--- src/logic/drive_bus_pkg.sv ---
// constants, types and carriers shared by the fieldbus command decoder
package drive_bus_pkg;
   // function codes and exception answers
   localparam logic [7:0] FN_READ_HOLD = 8'h03;
   localparam logic [7:0] FN_PRESET_ONE = 8'h06;
   localparam logic [7:0] FN_PRESET_MANY = 8'h10;
   localparam logic [7:0] EXC_FLAG = 8'h80;
   localparam logic [7:0] EXC_BAD_FUNC = 8'h01;
   localparam logic [7:0] EXC_BAD_ADDR = 8'h02;
   localparam logic [7:0] EXC_BAD_VALUE = 8'h03;
   localparam logic [7:0] BROADCAST = 8'h00;
   // crc-16 with reflected polynomial; a good frame leaves zero residue
   localparam logic [15:0] CRC_INIT = 16'hFFFF;
   localparam logic [15:0] CRC_POLY = 16'hA001;
   localparam logic [15:0] CRC_RESIDUE = 16'h0000;
   // byte positions inside a request frame
   localparam int FR_ADDR = 0;
   localparam int FR_FUNC = 1;
   localparam int FR_REG_HI = 2;
   localparam int FR_REG_LO = 3;
   localparam int FR_QTY_HI = 4;
   localparam int FR_QTY_LO = 5;
   localparam int FR_BCOUNT = 6;
   localparam int FR_DATA0 = 7;
   // frame lengths, crc included
   localparam int LEN_FIXED = 8;
   localparam int LEN_MANY_BASE = 9;
   localparam int LEN_MANY_REPLY = 8;
   localparam int LEN_READ_BASE = 5;
   localparam int LEN_EXC = 5;
   localparam int LEN_MIN = 4;
   localparam int READ_HDR = 3;
   // command word bit positions
   localparam int CW_PRESET_LSB = 0;
   localparam int CW_PRESET_MSB = 1;
   localparam int CW_RAMP = 2;
   localparam int CW_NO_COAST = 3;
   localparam int CW_NO_QSTOP = 4;
   localparam int CW_USE_RAMP = 5;
   localparam int CW_START = 6;
   localparam int CW_RESET = 7;
   localparam int CW_JOG = 8;
   localparam int CW_RAMP2 = 9;
   localparam int CW_VALID = 10;
   localparam int CW_RELAY1 = 11;
   localparam int CW_RELAY2 = 12;
   localparam int CW_SETUP = 13;
   localparam int CW_REVERSE = 15;
   localparam logic [15:0] CW_RESET_VALUE = 16'h0000;
   // relay function options that hand the relay to the bus
   localparam logic [7:0] RELAY1_OPT = 8'h24;
   localparam logic [7:0] RELAY2_OPT = 8'h25;
   // how a bus bit combines with its digital input
   typedef enum logic [1:0] {
      GATE_DIGITAL = 2'h0,
      GATE_BUS = 2'h1,
      GATE_OR = 2'h2,
      GATE_AND = 2'h3
   } gate_sel_t;
   typedef struct packed {
      gate_sel_t coast_sel;
      gate_sel_t start_sel;
      gate_sel_t preset_sel;
      gate_sel_t setup_sel;
      gate_sel_t reverse_sel;
      logic [7:0] relay1_func;
      logic [7:0] relay2_func;
      logic multi_setup;
   } drive_cfg_t;
   typedef struct packed {
      logic no_coast;
      logic start;
      logic [1:0] preset;
      logic setup2;
      logic reverse;
      logic dc_brake_n;
   } drive_din_t;
   typedef struct packed {
      logic [1:0] preset_sel;
      logic dc_brake;
      logic coast;
      logic quick_stop;
      logic freeze;
      logic ramp_stop;
      logic run_permit;
      logic jog;
      logic ramp_set2;
      logic relay1;
      logic relay2;
      logic setup2;
      logic reverse;
      logic trip_reset;
   } drive_cmd_t;
endpackage

--- src/logic/crc16_acc.sv ---
// byte-wise crc-16 accumulator for frame check and reply trailer
`timescale 1ns/1ns
module crc16_acc
(
   input wire logic ref_clk,
   input wire logic rstn,
   input wire logic clk_en,
   input wire logic clear,
   input wire logic load,
   input wire logic [7:0] data,
   output logic [15:0] crc
);
   // one byte folded in, lsb first
   function automatic logic [15:0] crc_step(input logic [15:0] c, input logic [7:0] d);
      logic [15:0] r;
      r = c ^ {8'h00, d};
      for (int i = 0; i < 8; i++)
      begin
         r = r[0] ? ((r >> 1) ^ drive_bus_pkg::CRC_POLY) : (r >> 1);
      end
      return r;
   endfunction

   wire logic [15:0] next_crc = crc_step(crc, data);

   // accumulator register
   always_ff @(posedge ref_clk)
   begin
      if (!rstn || (clk_en && clear))
         crc <= drive_bus_pkg::CRC_INIT;
      else if (clk_en && load)
         crc <= next_crc;
   end
endmodule

--- src/logic/drive_fieldbus_command_decoder.sv ---
// fieldbus holding-register follower and drive command word decoder
//
// Functional notes
// preset-one request writes one register, reply echoes the request exactly
// wire address N reaches register N+1; master sends number minus one
// preset-many writes consecutive registers; reply is address, function, start, count
// master sends start, count, byte count, then data high byte first
// read reply: address, function, byte count, data high byte first, crc
// two low command bits select one of four preset references
// bit 2 low gives dc brake and stop, high normal ramping
// bit 3 low shuts output off for coasting, high permits start
// bit 4 low ramps down on the quick-stop ramp
// bit 5 low holds output frequency; only speed up/down inputs change it
// while held, stop only by coast, dc brake or their inputs; here a low start bit 6 still clears run_permit while held
// bit 6 low ramps to stop, high permits start
// trip reset only on a rising edge of bit 7
// bit 8 high runs at jog speed
// bit 9 selects first or second ramp pair
// whole word ignored unless bit 10 is high
// relay 1 follows bit 11 only with relay option 36
// relay 2 follows bit 12 only with relay option 37
// bit 13 selects setup 1 or 2 only in multi-setup mode
// coast, start, preset and setup bits gate with digital inputs by selection
// bit 15 reverses only when reversing source is logic or/and
// bit 14 is ignored
`timescale 1ns/1ns
module drive_fieldbus_command_decoder
#(
   parameter int REG_DEPTH = 64,
   parameter int BUF_DEPTH = 32,
   parameter int MAX_QTY = 10,
   parameter logic [15:0] CTRL_REG_NUM = 16'h0010
)
(
   input wire logic ref_clk,
   input wire logic rstn,
   input wire logic clk_en,
   input wire logic [7:0] node_addr,
   input wire logic [7:0] rx_data,
   input wire logic rx_valid,
   input wire logic rx_end,
   output logic [7:0] tx_data,
   output logic tx_valid,
   output logic tx_last,
   input wire logic tx_ready,
   input wire drive_bus_pkg::drive_cfg_t cfg,
   input wire drive_bus_pkg::drive_din_t din,
   output drive_bus_pkg::drive_cmd_t cmd,
   output logic [15:0] cmd_word
);
   localparam int CW = $clog2(BUF_DEPTH + 1);
   localparam int BW = $clog2(BUF_DEPTH);
   localparam int AW = $clog2(REG_DEPTH);

   typedef enum logic [1:0] {
      ST_RECV = 2'h0,
      ST_CHECK = 2'h1,
      ST_WRITE = 2'h2,
      ST_REPLY = 2'h3
   } state_t;
   typedef enum logic [1:0] {
      RK_ECHO = 2'h0,
      RK_MANY = 2'h1,
      RK_READ = 2'h2,
      RK_EXC = 2'h3
   } reply_kind_t;

   state_t state;
   reply_kind_t kind;
   logic [7:0] rxbuf [BUF_DEPTH];
   logic [15:0] mem [REG_DEPTH];
   logic [CW-1:0] rx_cnt;
   logic rx_ovf;
   logic [7:0] exc_code;
   logic bcast_hold;
   logic [15:0] wr_k;
   logic [7:0] tx_idx;
   logic trip_pulse;
   logic [15:0] rx_crc;
   logic [15:0] tx_crc;

   // request fields as they sit in the frame buffer
   wire logic [7:0] f_addr = rxbuf[drive_bus_pkg::FR_ADDR];
   wire logic [7:0] f_func = rxbuf[drive_bus_pkg::FR_FUNC];
   wire logic [15:0] f_start = {rxbuf[drive_bus_pkg::FR_REG_HI], rxbuf[drive_bus_pkg::FR_REG_LO]};
   wire logic [15:0] f_qty = {rxbuf[drive_bus_pkg::FR_QTY_HI], rxbuf[drive_bus_pkg::FR_QTY_LO]};
   wire logic [7:0] f_bcount = rxbuf[drive_bus_pkg::FR_BCOUNT];

   // frame admission: length, crc residue and follower address
   wire logic bcast = (f_addr == drive_bus_pkg::BROADCAST);
   wire logic frame_ok = (rx_cnt >= CW'(drive_bus_pkg::LEN_MIN)) && !rx_ovf
      && (rx_crc == drive_bus_pkg::CRC_RESIDUE) && (bcast || f_addr == node_addr);
   wire logic len_fixed = (rx_cnt == CW'(drive_bus_pkg::LEN_FIXED));
   // preset-many length: fixed header and crc around the announced data bytes
   wire logic len_many =
      (9'(rx_cnt) == 9'(f_bcount) + 9'(drive_bus_pkg::LEN_MANY_BASE));
   wire logic qty_ok = (f_qty != 16'h0000) && (f_qty <= 16'(MAX_QTY));
   wire logic [16:0] span_end = {1'b0, f_start} + {1'b0, f_qty};
   wire logic span_ok = (span_end <= 17'(REG_DEPTH));
   wire logic one_ok = (f_start < 16'(REG_DEPTH));
   wire logic bcount_ok = ({8'h00, f_bcount} == {f_qty[14:0], 1'b0});

   // decision taken at the end of a frame
   wire logic is_read = (f_func == drive_bus_pkg::FN_READ_HOLD);
   wire logic is_one = (f_func == drive_bus_pkg::FN_PRESET_ONE);
   wire logic is_many = (f_func == drive_bus_pkg::FN_PRESET_MANY);
   wire logic chk_drop = (is_read && (!len_fixed || bcast)) || (is_one && !len_fixed)
      || (is_many && (!len_many || !bcount_ok));
   wire logic [7:0] chk_code = (!is_read && !is_one && !is_many) ? drive_bus_pkg::EXC_BAD_FUNC
      : (is_one ? (one_ok ? 8'h00 : drive_bus_pkg::EXC_BAD_ADDR)
      : (!qty_ok ? drive_bus_pkg::EXC_BAD_VALUE
      : (!span_ok ? drive_bus_pkg::EXC_BAD_ADDR : 8'h00)));

   // register write path; wire address indexes the store, register number is one more
   wire logic [15:0] wr_addr = f_start + wr_k;
   wire logic [BW-1:0] wr_pos = BW'(drive_bus_pkg::FR_DATA0) + BW'({wr_k[14:0], 1'b0});
   wire logic [15:0] wr_word = (kind == RK_ECHO)
      ? {rxbuf[drive_bus_pkg::FR_QTY_HI], rxbuf[drive_bus_pkg::FR_QTY_LO]}
      : {rxbuf[wr_pos], rxbuf[wr_pos + BW'(1)]};
   wire logic wr_last = (kind == RK_ECHO) || (wr_k + 16'h0001 == f_qty);
   wire logic ctrl_hit = (wr_addr + 16'h0001 == CTRL_REG_NUM);
   wire logic latch = (state == ST_WRITE) && ctrl_hit && wr_word[drive_bus_pkg::CW_VALID];

   // reply assembly
   wire logic [7:0] reply_len = (kind == RK_ECHO) ? 8'(drive_bus_pkg::LEN_FIXED)
      : (kind == RK_MANY) ? 8'(drive_bus_pkg::LEN_MANY_REPLY)
      : (kind == RK_EXC) ? 8'(drive_bus_pkg::LEN_EXC)
      : 8'(drive_bus_pkg::LEN_READ_BASE) + {f_qty[6:0], 1'b0};
   wire logic [7:0] rd_off = tx_idx - 8'(drive_bus_pkg::READ_HDR);
   wire logic [15:0] rd_word = mem[AW'(f_start + {9'h000, rd_off[7:1]})];
   wire logic in_crc = (tx_idx + 8'h02 >= reply_len);
   wire logic [7:0] crc_byte = (tx_idx + 8'h02 == reply_len) ? tx_crc[7:0] : tx_crc[15:8];
   wire logic [7:0] body_byte = (kind == RK_ECHO || kind == RK_MANY || tx_idx == 8'h00)
      ? rxbuf[BW'(tx_idx)]
      : (tx_idx == 8'h01) ? (kind == RK_EXC ? (f_func | drive_bus_pkg::EXC_FLAG) : f_func)
      : (tx_idx == 8'h02) ? (kind == RK_EXC ? exc_code : {f_qty[6:0], 1'b0})
      : (rd_off[0] ? rd_word[7:0] : rd_word[15:8]);
   wire logic [7:0] reply_byte = (kind != RK_ECHO && in_crc) ? crc_byte : body_byte;
   wire logic tx_take = (state == ST_REPLY) && (!tx_valid || tx_ready);
   wire logic tx_more = (tx_idx < reply_len);

   // frame check crc over received bytes
   crc16_acc rx_crc_u
   (
      .ref_clk(ref_clk),
      .rstn(rstn),
      .clk_en(clk_en),
      .clear(state != ST_RECV),
      .load(state == ST_RECV && rx_valid),
      .data(rx_data),
      .crc(rx_crc)
   );

   // trailer crc over reply bytes
   crc16_acc tx_crc_u
   (
      .ref_clk(ref_clk),
      .rstn(rstn),
      .clk_en(clk_en),
      .clear(state != ST_REPLY),
      .load(tx_take && tx_more && !in_crc),
      .data(reply_byte),
      .crc(tx_crc)
   );

   // receive buffer; bytes outside a receive phase are dropped
   always_ff @(posedge ref_clk)
   begin
      if (clk_en && state == ST_RECV && rx_valid && rx_cnt < CW'(BUF_DEPTH))
         rxbuf[BW'(rx_cnt)] <= rx_data;
   end

   // holding register store
   always_ff @(posedge ref_clk)
   begin
      if (clk_en && state == ST_WRITE)
         mem[AW'(wr_addr)] <= wr_word;
   end

   // frame sequencer
   always_ff @(posedge ref_clk)
   begin
      if (!rstn)
      begin
         state <= ST_RECV;
         kind <= RK_ECHO;
         rx_cnt <= '0;
         rx_ovf <= 1'b0;
         exc_code <= 8'h00;
         bcast_hold <= 1'b0;
         wr_k <= 16'h0000;
      end
      else if (clk_en)
      begin
         case (state)
            ST_RECV:
            begin
               if (rx_valid && rx_cnt < CW'(BUF_DEPTH))
                  rx_cnt <= rx_cnt + CW'(1);
               else if (rx_valid)
                  rx_ovf <= 1'b1;
               if (rx_end)
                  state <= ST_CHECK;
            end
            ST_CHECK:
            begin
               bcast_hold <= bcast;
               exc_code <= chk_code;
               wr_k <= 16'h0000;
               if (!frame_ok || chk_drop)
                  state <= ST_RECV;
               else if (chk_code != 8'h00)
               begin
                  kind <= RK_EXC;
                  state <= bcast ? ST_RECV : ST_REPLY;
               end
               else if (is_read)
               begin
                  kind <= RK_READ;
                  state <= ST_REPLY;
               end
               else
               begin
                  kind <= is_one ? RK_ECHO : RK_MANY;
                  state <= ST_WRITE;
               end
            end
            ST_WRITE:
            begin
               wr_k <= wr_k + 16'h0001;
               if (wr_last)
                  state <= bcast_hold ? ST_RECV : ST_REPLY;
            end
            ST_REPLY:
            begin
               if (tx_take && !tx_more)
                  state <= ST_RECV;
            end
            default:
               state <= ST_RECV;
         endcase
         if (state != ST_RECV)
         begin
            rx_cnt <= '0;
            rx_ovf <= 1'b0;
         end
      end
   end

   // reply byte stream with ready back-pressure
   always_ff @(posedge ref_clk)
   begin
      if (!rstn)
      begin
         tx_data <= 8'h00;
         tx_valid <= 1'b0;
         tx_last <= 1'b0;
         tx_idx <= 8'h00;
      end
      else if (clk_en)
      begin
         if (state != ST_REPLY)
            tx_idx <= 8'h00;
         else if (tx_take)
         begin
            tx_valid <= tx_more;
            tx_data <= tx_more ? reply_byte : 8'h00;
            tx_last <= (tx_idx + 8'h01 == reply_len);
            tx_idx <= tx_more ? tx_idx + 8'h01 : tx_idx;
         end
      end
   end

   // accepted command word and trip reset edge
   always_ff @(posedge ref_clk)
   begin
      if (!rstn)
      begin
         cmd_word <= drive_bus_pkg::CW_RESET_VALUE;
         trip_pulse <= 1'b0;
      end
      else if (clk_en)
      begin
         trip_pulse <= latch && wr_word[drive_bus_pkg::CW_RESET]
            && !cmd_word[drive_bus_pkg::CW_RESET];
         if (latch)
            cmd_word <= wr_word;
      end
   end

   // gate a bus bit with its digital input
   function automatic logic gate_bit(input drive_bus_pkg::gate_sel_t sel, input logic bus_b,
      input logic din_b);
      case (sel)
         drive_bus_pkg::GATE_DIGITAL: gate_bit = din_b;
         drive_bus_pkg::GATE_BUS: gate_bit = bus_b;
         drive_bus_pkg::GATE_OR: gate_bit = bus_b | din_b;
         drive_bus_pkg::GATE_AND: gate_bit = bus_b & din_b;
         default: gate_bit = din_b;
      endcase
   endfunction

   // command decode; bit 14 takes no part
   wire logic no_coast_g = gate_bit(cfg.coast_sel, cmd_word[drive_bus_pkg::CW_NO_COAST],
      din.no_coast);
   wire logic start_g = gate_bit(cfg.start_sel, cmd_word[drive_bus_pkg::CW_START],
      din.start);
   wire logic [1:0] preset_g = {
      gate_bit(cfg.preset_sel, cmd_word[drive_bus_pkg::CW_PRESET_MSB], din.preset[1]),
      gate_bit(cfg.preset_sel, cmd_word[drive_bus_pkg::CW_PRESET_LSB], din.preset[0])};
   wire logic setup_g = gate_bit(cfg.setup_sel, cmd_word[drive_bus_pkg::CW_SETUP],
      din.setup2);
   wire logic rev_bus = cmd_word[drive_bus_pkg::CW_REVERSE];
   wire logic rev_g = (cfg.reverse_sel == drive_bus_pkg::GATE_OR) ? (rev_bus | din.reverse)
      : (cfg.reverse_sel == drive_bus_pkg::GATE_AND) ? (rev_bus & din.reverse)
      : din.reverse;
   wire logic hold_g = !cmd_word[drive_bus_pkg::CW_USE_RAMP];
   wire logic brake_g = !cmd_word[drive_bus_pkg::CW_RAMP] || !din.dc_brake_n;
   wire logic qstop_g = !cmd_word[drive_bus_pkg::CW_NO_QSTOP] && !hold_g;
   wire logic rstop_g = !start_g && !hold_g;
   drive_bus_pkg::drive_cmd_t next_cmd;
   assign next_cmd.preset_sel = preset_g;
   assign next_cmd.dc_brake = brake_g;
   assign next_cmd.coast = !no_coast_g;
   assign next_cmd.quick_stop = qstop_g;
   assign next_cmd.freeze = hold_g;
   assign next_cmd.ramp_stop = rstop_g;
   assign next_cmd.run_permit = no_coast_g && start_g && !brake_g && !qstop_g;
   assign next_cmd.jog = cmd_word[drive_bus_pkg::CW_JOG];
   assign next_cmd.ramp_set2 = cmd_word[drive_bus_pkg::CW_RAMP2];
   assign next_cmd.relay1 = (cfg.relay1_func == drive_bus_pkg::RELAY1_OPT)
      && cmd_word[drive_bus_pkg::CW_RELAY1];
   assign next_cmd.relay2 = (cfg.relay2_func == drive_bus_pkg::RELAY2_OPT)
      && cmd_word[drive_bus_pkg::CW_RELAY2];
   assign next_cmd.setup2 = cfg.multi_setup && setup_g;
   assign next_cmd.reverse = rev_g;
   assign next_cmd.trip_reset = trip_pulse;

   // registered command outputs
   always_ff @(posedge ref_clk)
   begin
      if (!rstn)
         cmd <= '0;
      else if (clk_en)
         cmd <= next_cmd;
   end

   // checks
   write_one_a: assert property (@(posedge ref_clk) disable iff (!rstn)
      clk_en && state == ST_WRITE && kind == RK_ECHO |=> mem[AW'($past(wr_addr))] == $past(wr_word))
      else $error("single preset not stored");
   ctrl_map_a: assert property (@(posedge ref_clk) disable iff (!rstn)
      clk_en && latch |-> wr_addr == CTRL_REG_NUM - 16'h0001)
      else $error("command word latched from wrong address");
   many_len_a: assert property (@(posedge ref_clk) disable iff (!rstn)
      tx_valid && tx_last && kind == RK_MANY |-> tx_idx == 8'h08)
      else $error("multi preset reply length wrong");
   read_len_a: assert property (@(posedge ref_clk) disable iff (!rstn)
      state == ST_REPLY && kind == RK_READ |-> reply_len == 8'h05 + {f_qty[6:0], 1'b0})
      else $error("read reply length wrong");
   valid_gate_a: assert property (@(posedge ref_clk) disable iff (!rstn)
      clk_en && $changed(cmd_word) |-> $past(cmd_word[drive_bus_pkg::CW_VALID]) || cmd_word[10])
      else $error("invalid command word accepted");
   reset_edge_a: assert property (@(posedge ref_clk) disable iff (!rstn)
      clk_en && cmd.trip_reset |-> $past(cmd_word[7], 2) == 1'b0 || !$past(clk_en))
      else $error("trip reset without rising edge");
   hold_stop_a: assert property (@(posedge ref_clk) disable iff (!rstn)
      cmd.freeze |-> !cmd.ramp_stop && !cmd.quick_stop)
      else $error("ramp stop while output held");
   relay_opt_a: assert property (@(posedge ref_clk) disable iff (!rstn)
      clk_en && cmd_word[11] && cfg.relay1_func != 8'h24 |=> !cmd.relay1)
      else $error("relay 1 driven without bus option");
   coast_bus_a: assert property (@(posedge ref_clk) disable iff (!rstn)
      clk_en && cfg.coast_sel == drive_bus_pkg::GATE_BUS && !cmd_word[3] |=> cmd.coast
      && !cmd.run_permit)
      else $error("bus coast did not release output");
endmodule

--- config.mk ---
export PLATFORM = sky130hd
export DESIGN_NAME = drive_fieldbus_command_decoder
export DESIGN_NICKNAME = d
export VERILOG_FILES = /design/src/logic/drive_bus_pkg.sv /design/src/logic/crc16_acc.sv /design/src/logic/drive_fieldbus_command_decoder.sv
export SDC_FILE = /design/constraint.sdc
export NUM_CORES = 2
export LEC_CHECK = 0
export BUFFER_PORTS_ARGS = -buffer_cell sky130_fd_sc_hd__buf_2
export CORE_MARGIN = 2
export CORE_UTILIZATION = 30
export CTS_CLUSTER_DIAMETER = 100
export DETAILED_ROUTE_END_ITERATION = 7
export SETUP_SLACK_MARGIN = 0.05
export SYNTH_ARGS = -nofsm -noshare
export SYNTH_HDL_FRONTEND = slang
export SYNTH_HIERARCHICAL = 1
export SYNTH_SLANG_ARGS = --single-unit
--- constraint.sdc ---
create_clock -name ref_clk -period 14.4 [get_ports ref_clk]
set_input_delay 2.88 -clock ref_clk [delete_from_list [all_inputs] [get_ports ref_clk]]
set_output_delay 2.88 -clock ref_clk [all_outputs]
set_load 0.02 [all_outputs]
==> run_results.csv <==
group,metric,value,unit
status,status,"finished clean",
worst_setup_path,critical_path.reg2reg.startpoint,"tx_idx[0]",
synthesis,synth_top_area_cell,"edfxtp_1",
worst_setup_path,crit_required,15080,ps
clocking,clk_latency,800,ps
sta,finalWorstSetupSlack,6120,ps
sta,tightest_slew,1180,ps
clocking,cts_made_buffers,147,
sta,max_slew_margin,0.209,
finish,areaGrowthSynthToFinish,14.8,%
synthesis,seq_area_frac_synth,0.669,
worst_setup_path,reg2reg_depth,18,
worst_setup_path,critPathLaunchType,"flop",
worst_setup_path,crit_buf_inv,4,
drt,wirelength,170000,µm
pwr,ir_worst_vdd,0.0871,mV
drt,drt_iter0_drc,4229,
worst_hold_path,min_to,"cmd_word[14]",
global_route,met1_usage,0.223,
synthesis,netlist_area,0.0610,mm²
floorplan,dieArea,0.207,mm²
finish,finalNonFillerCells,6340,
pwr,p_leak,0.0220,µW
synthesis,ys_ff_latch,1397,
clocking,ctsHtreeMaxLevel,4,
drt,num_vias,33900,
floorplan,start_util,0.302,
global_route,grt_usage,0.161,
global_route,grt_pass1_wl,242000,µm
worst_setup_path,critical_path_arrival,8960,ps
drt,drtPass1Iterations,5,
sta,timing.final.crit_period,8280,ps
synthesis,ys_async_sr_fraction,0,
synthesis,synthFlopType,"edfxtp_1",
synthesis,ys_top_cells_by_count,"edfxtp_1, mux4_2, nand2_1",
drt,drtAntennaViolNets,0,
sta,rsz0062_at_grt,"false",
worst_setup_path,critPathMaxFanout,63,
synthesis,synthTopCellsByArea,"edfxtp_1, mux4_2, dfxtp_1",
worst_hold_path,hold_class,"flop to flop",
synthesis,synth_cell_types,87,
synthesis,syn_inst,3383,
worst_hold_path,worst_hold_startpoint,"cmd_word[14]",
floorplan,core_area,0.202,mm²
clocking,cts_tree,"yes",
placement,io_buffers,96,
synthesis,yosysWarningCount,6,
global_route,grt_pass1_vias,33200,
drt,drc,0,
sta,slew_viol_final,0,
placement,place_congestion,0.895,
global_route,use_met2,0.259,
placement,dp_hpwl,105000,µm
clocking,post_cts_buffers,0,
synthesis,synth.top_cell.area_share,0.631,
global_route,grt_max_degree,140,
floorplan,rows,165,
worst_setup_path,critPathTopFamily,"buffers and inverters",
clocking,clkTransAtPathRegs,60,ps
placement,placedCellCount,6075,
sta,finalSetupTns,0,ps
placement,placed_area,0.0651,mm²
drt,vias_per_cell,5.35,
finish,nets,3680,
clocking,max-clock-path-buffers,3,
sta,hold_viol,0,
placement,dp_slack,6240,ps
worst_setup_path,cp.depth,18,
floorplan,die_width,455,µm
finish,drive_above_1_share,0.277,
worst_setup_path,cp_cell_sequence,"clkinv_1 -> ha_1 -> ha_4 -> inv_1 -> fa_4 -> buf_4 -> buf_4 -> mux4_2 -> mux4_1 -> mux2_2 -> mux4_2 -> a221oi_2 -> o22ai_1 -> xnor2_1 -> xnor2_1 -> xnor3_2 -> or4_1 -> o311a_1",
worst_setup_path,r2r_setup_slack,6120,ps
sta,clock_skew,51.6,ps
drt,post_drt_wl_per_cell,26.8,µm
clocking,cts_root_buf,"clkbuf_16",
global_route,grt.met3_usage,0.0299,
worst_setup_path,crit_type,"flop to flop",
pwr,powerDensity,120,mW/mm²
synthesis,syn_nets,3511,
global_route,grt-ovfl-total,0,
synthesis,postSynthAreaPerCell,18.0,µm²
worst_setup_path,crit_path_top_delay_cell,"buf_4",
global_route,grt_busiest_layer,"met2",
clocking,post_cts_resized,0,
worst_setup_path,worst_path_largest_cell_delay,890,ps
finish,fin_area,0.0700,mm²
floorplan,boundaryPins,97,
worst_setup_path,end_kind,"flop",
synthesis,yosysMostFrequentCell,"edfxtp_1",
worst_hold_path,holdPathStages,2,
floorplan,die-height,455,µm
sta,fmax,121,MHz
sta,fin_crit_sh,0.575,
global_route,antenna_found_initial,7,
flow_run,max-cap-violations,0,
pwr,p_total,8380,µW
clocking,cts.sink_count,1397,
clocking,hold_buffers,0,
synthesis,synth_edf_count,1280,
worst_setup_path,r2r-end,"tx_crc_u/crc[15]",
sta,setup_violations,0,
==> worst max path at each step <==
stage / startpoint / to / slack [ps]
finish: tx_idx[0] / tx_crc_u/crc[15] / 6120
global route: tx_idx[0] / tx_crc_u/crc[15] / 5770
CTS: tx_idx[0] / tx_crc_u/crc[15] / 6200
detailed placement: tx_idx[0] / tx_crc_u/crc[15] / 6240
global placement: tx_idx[0] / tx_crc_u/crc[15] / 6210
floorplan: tx_idx[0] / tx_crc_u/crc[14] / 8210
==> worst register-to-register path: stages (launching register included) <==
cell and delay (ps):
dfxtp_1 570, clkinv_1 510, ha_1 560, ha_4 170, inv_1 70, fa_4 790, buf_4 680, buf_4 990
mux4_2 430, mux4_1 510, mux2_2 320, mux4_2 540, a221oi_2 290, o22ai_1 160, xnor2_1 310, xnor2_1 210
xnor3_2 440, or4_1 450, o311a_1 150
==> state kept, by name (all words and copies together) (netlist names), 6 cells and up, named ones only <==
| name | cells |
|---|---|
| cmd | 15 |
| cmd_word | 16 |
| mem | 1024 |
| rx_cnt | 6 |
| rx_crc_u/crc | 16 |
| rxbuf | 256 |
| tx_crc_u/crc | 16 |
| tx_data | 8 |
| tx_idx | 8 |
| wr_k | 16 |
==> area by class of cell <==
| class | count | area, µm² |
|---|---|---|
| Fill cell | 18800 | 132000 |
| Sequential cell | 1397 | 40800 |
| Multi-Input combinational cell | 1755 | 19400 |
| Clock buffer | 175 | 3860 |
| Tap cell | 2672 | 3340 |
| Timing Repair Buffer | 215 | 1400 |
| Clock inverter | 89 | 1070 |
| Inverter | 36 | 135 |
| Antenna cell | 1 | 2.50 |
==> cells by family after synthesis <==
group / count (synthesis) / synth area share
xor+xnor: 138 / 0.0208
fa+ha+maj: 72 / 0.0151
buf+inv: 231 / 0.0166
flops: 1397 / 0.669
compound gates: 361 / 0.0403
simple gates: 631 / 0.0494
mux: 553 / 0.189
==> layer usage <==
layer  routed length [µm]  part of all wire
met1                71000              0.42
met2                80900              0.48
met3                13400             0.079
met4                 4760             0.028
met5                    8          0.000047
==> stage by stage <==
stage	util	hold slack, ps
final	0.346	459
after global routing	0.346	477
after CTS	0.346	456
after detailed placement	0.322	447
after global placement	0.322	444
after floorplan	-	448
==> where the power goes <==
part / switching (µW) / internal, µW
Combinational: 70.9 / 42.8
Clock: 1630 / 2250
Sequential: 9.80 / 4380
Total: 1710 / 6680
==> cell usage in the layout, fill, tap and decap left out, types with 27 or more instances in the layout <==
| cell type | synthesis | routed |
|---|---|---|
| nand2_1 | 189 | 189 |
| edfxtp_1 | 1280 | 1280 |
| buf_4 | 22 | 117 |
| a21oi_1 | 99 | 99 |
| buf_2 | 36 | 96 |
| mux4_2 | 466 | 466 |
| nor3_1 | 44 | 44 |
| xor2_1 | 46 | 44 |
| xnor2_1 | 86 | 84 |
| mux2i_1 | 62 | 62 |
| nand3_1 | 54 | 54 |
| ha_1 | 69 | 67 |
| o21ai_0 | 45 | 43 |
| dfxtp_1 | 117 | 114 |
| inv_1 | 34 | 32 |
| nor2_2 | 0 | 60 |
| a21o_1 | 31 | 31 |
| clkinv_1 | 2 | 27 |
| nor2_1 | 181 | 121 |
| o211ai_1 | 30 | 30 |
| clkbuf_16 | 0 | 150 |
Power figures use the tool's default switching activity.
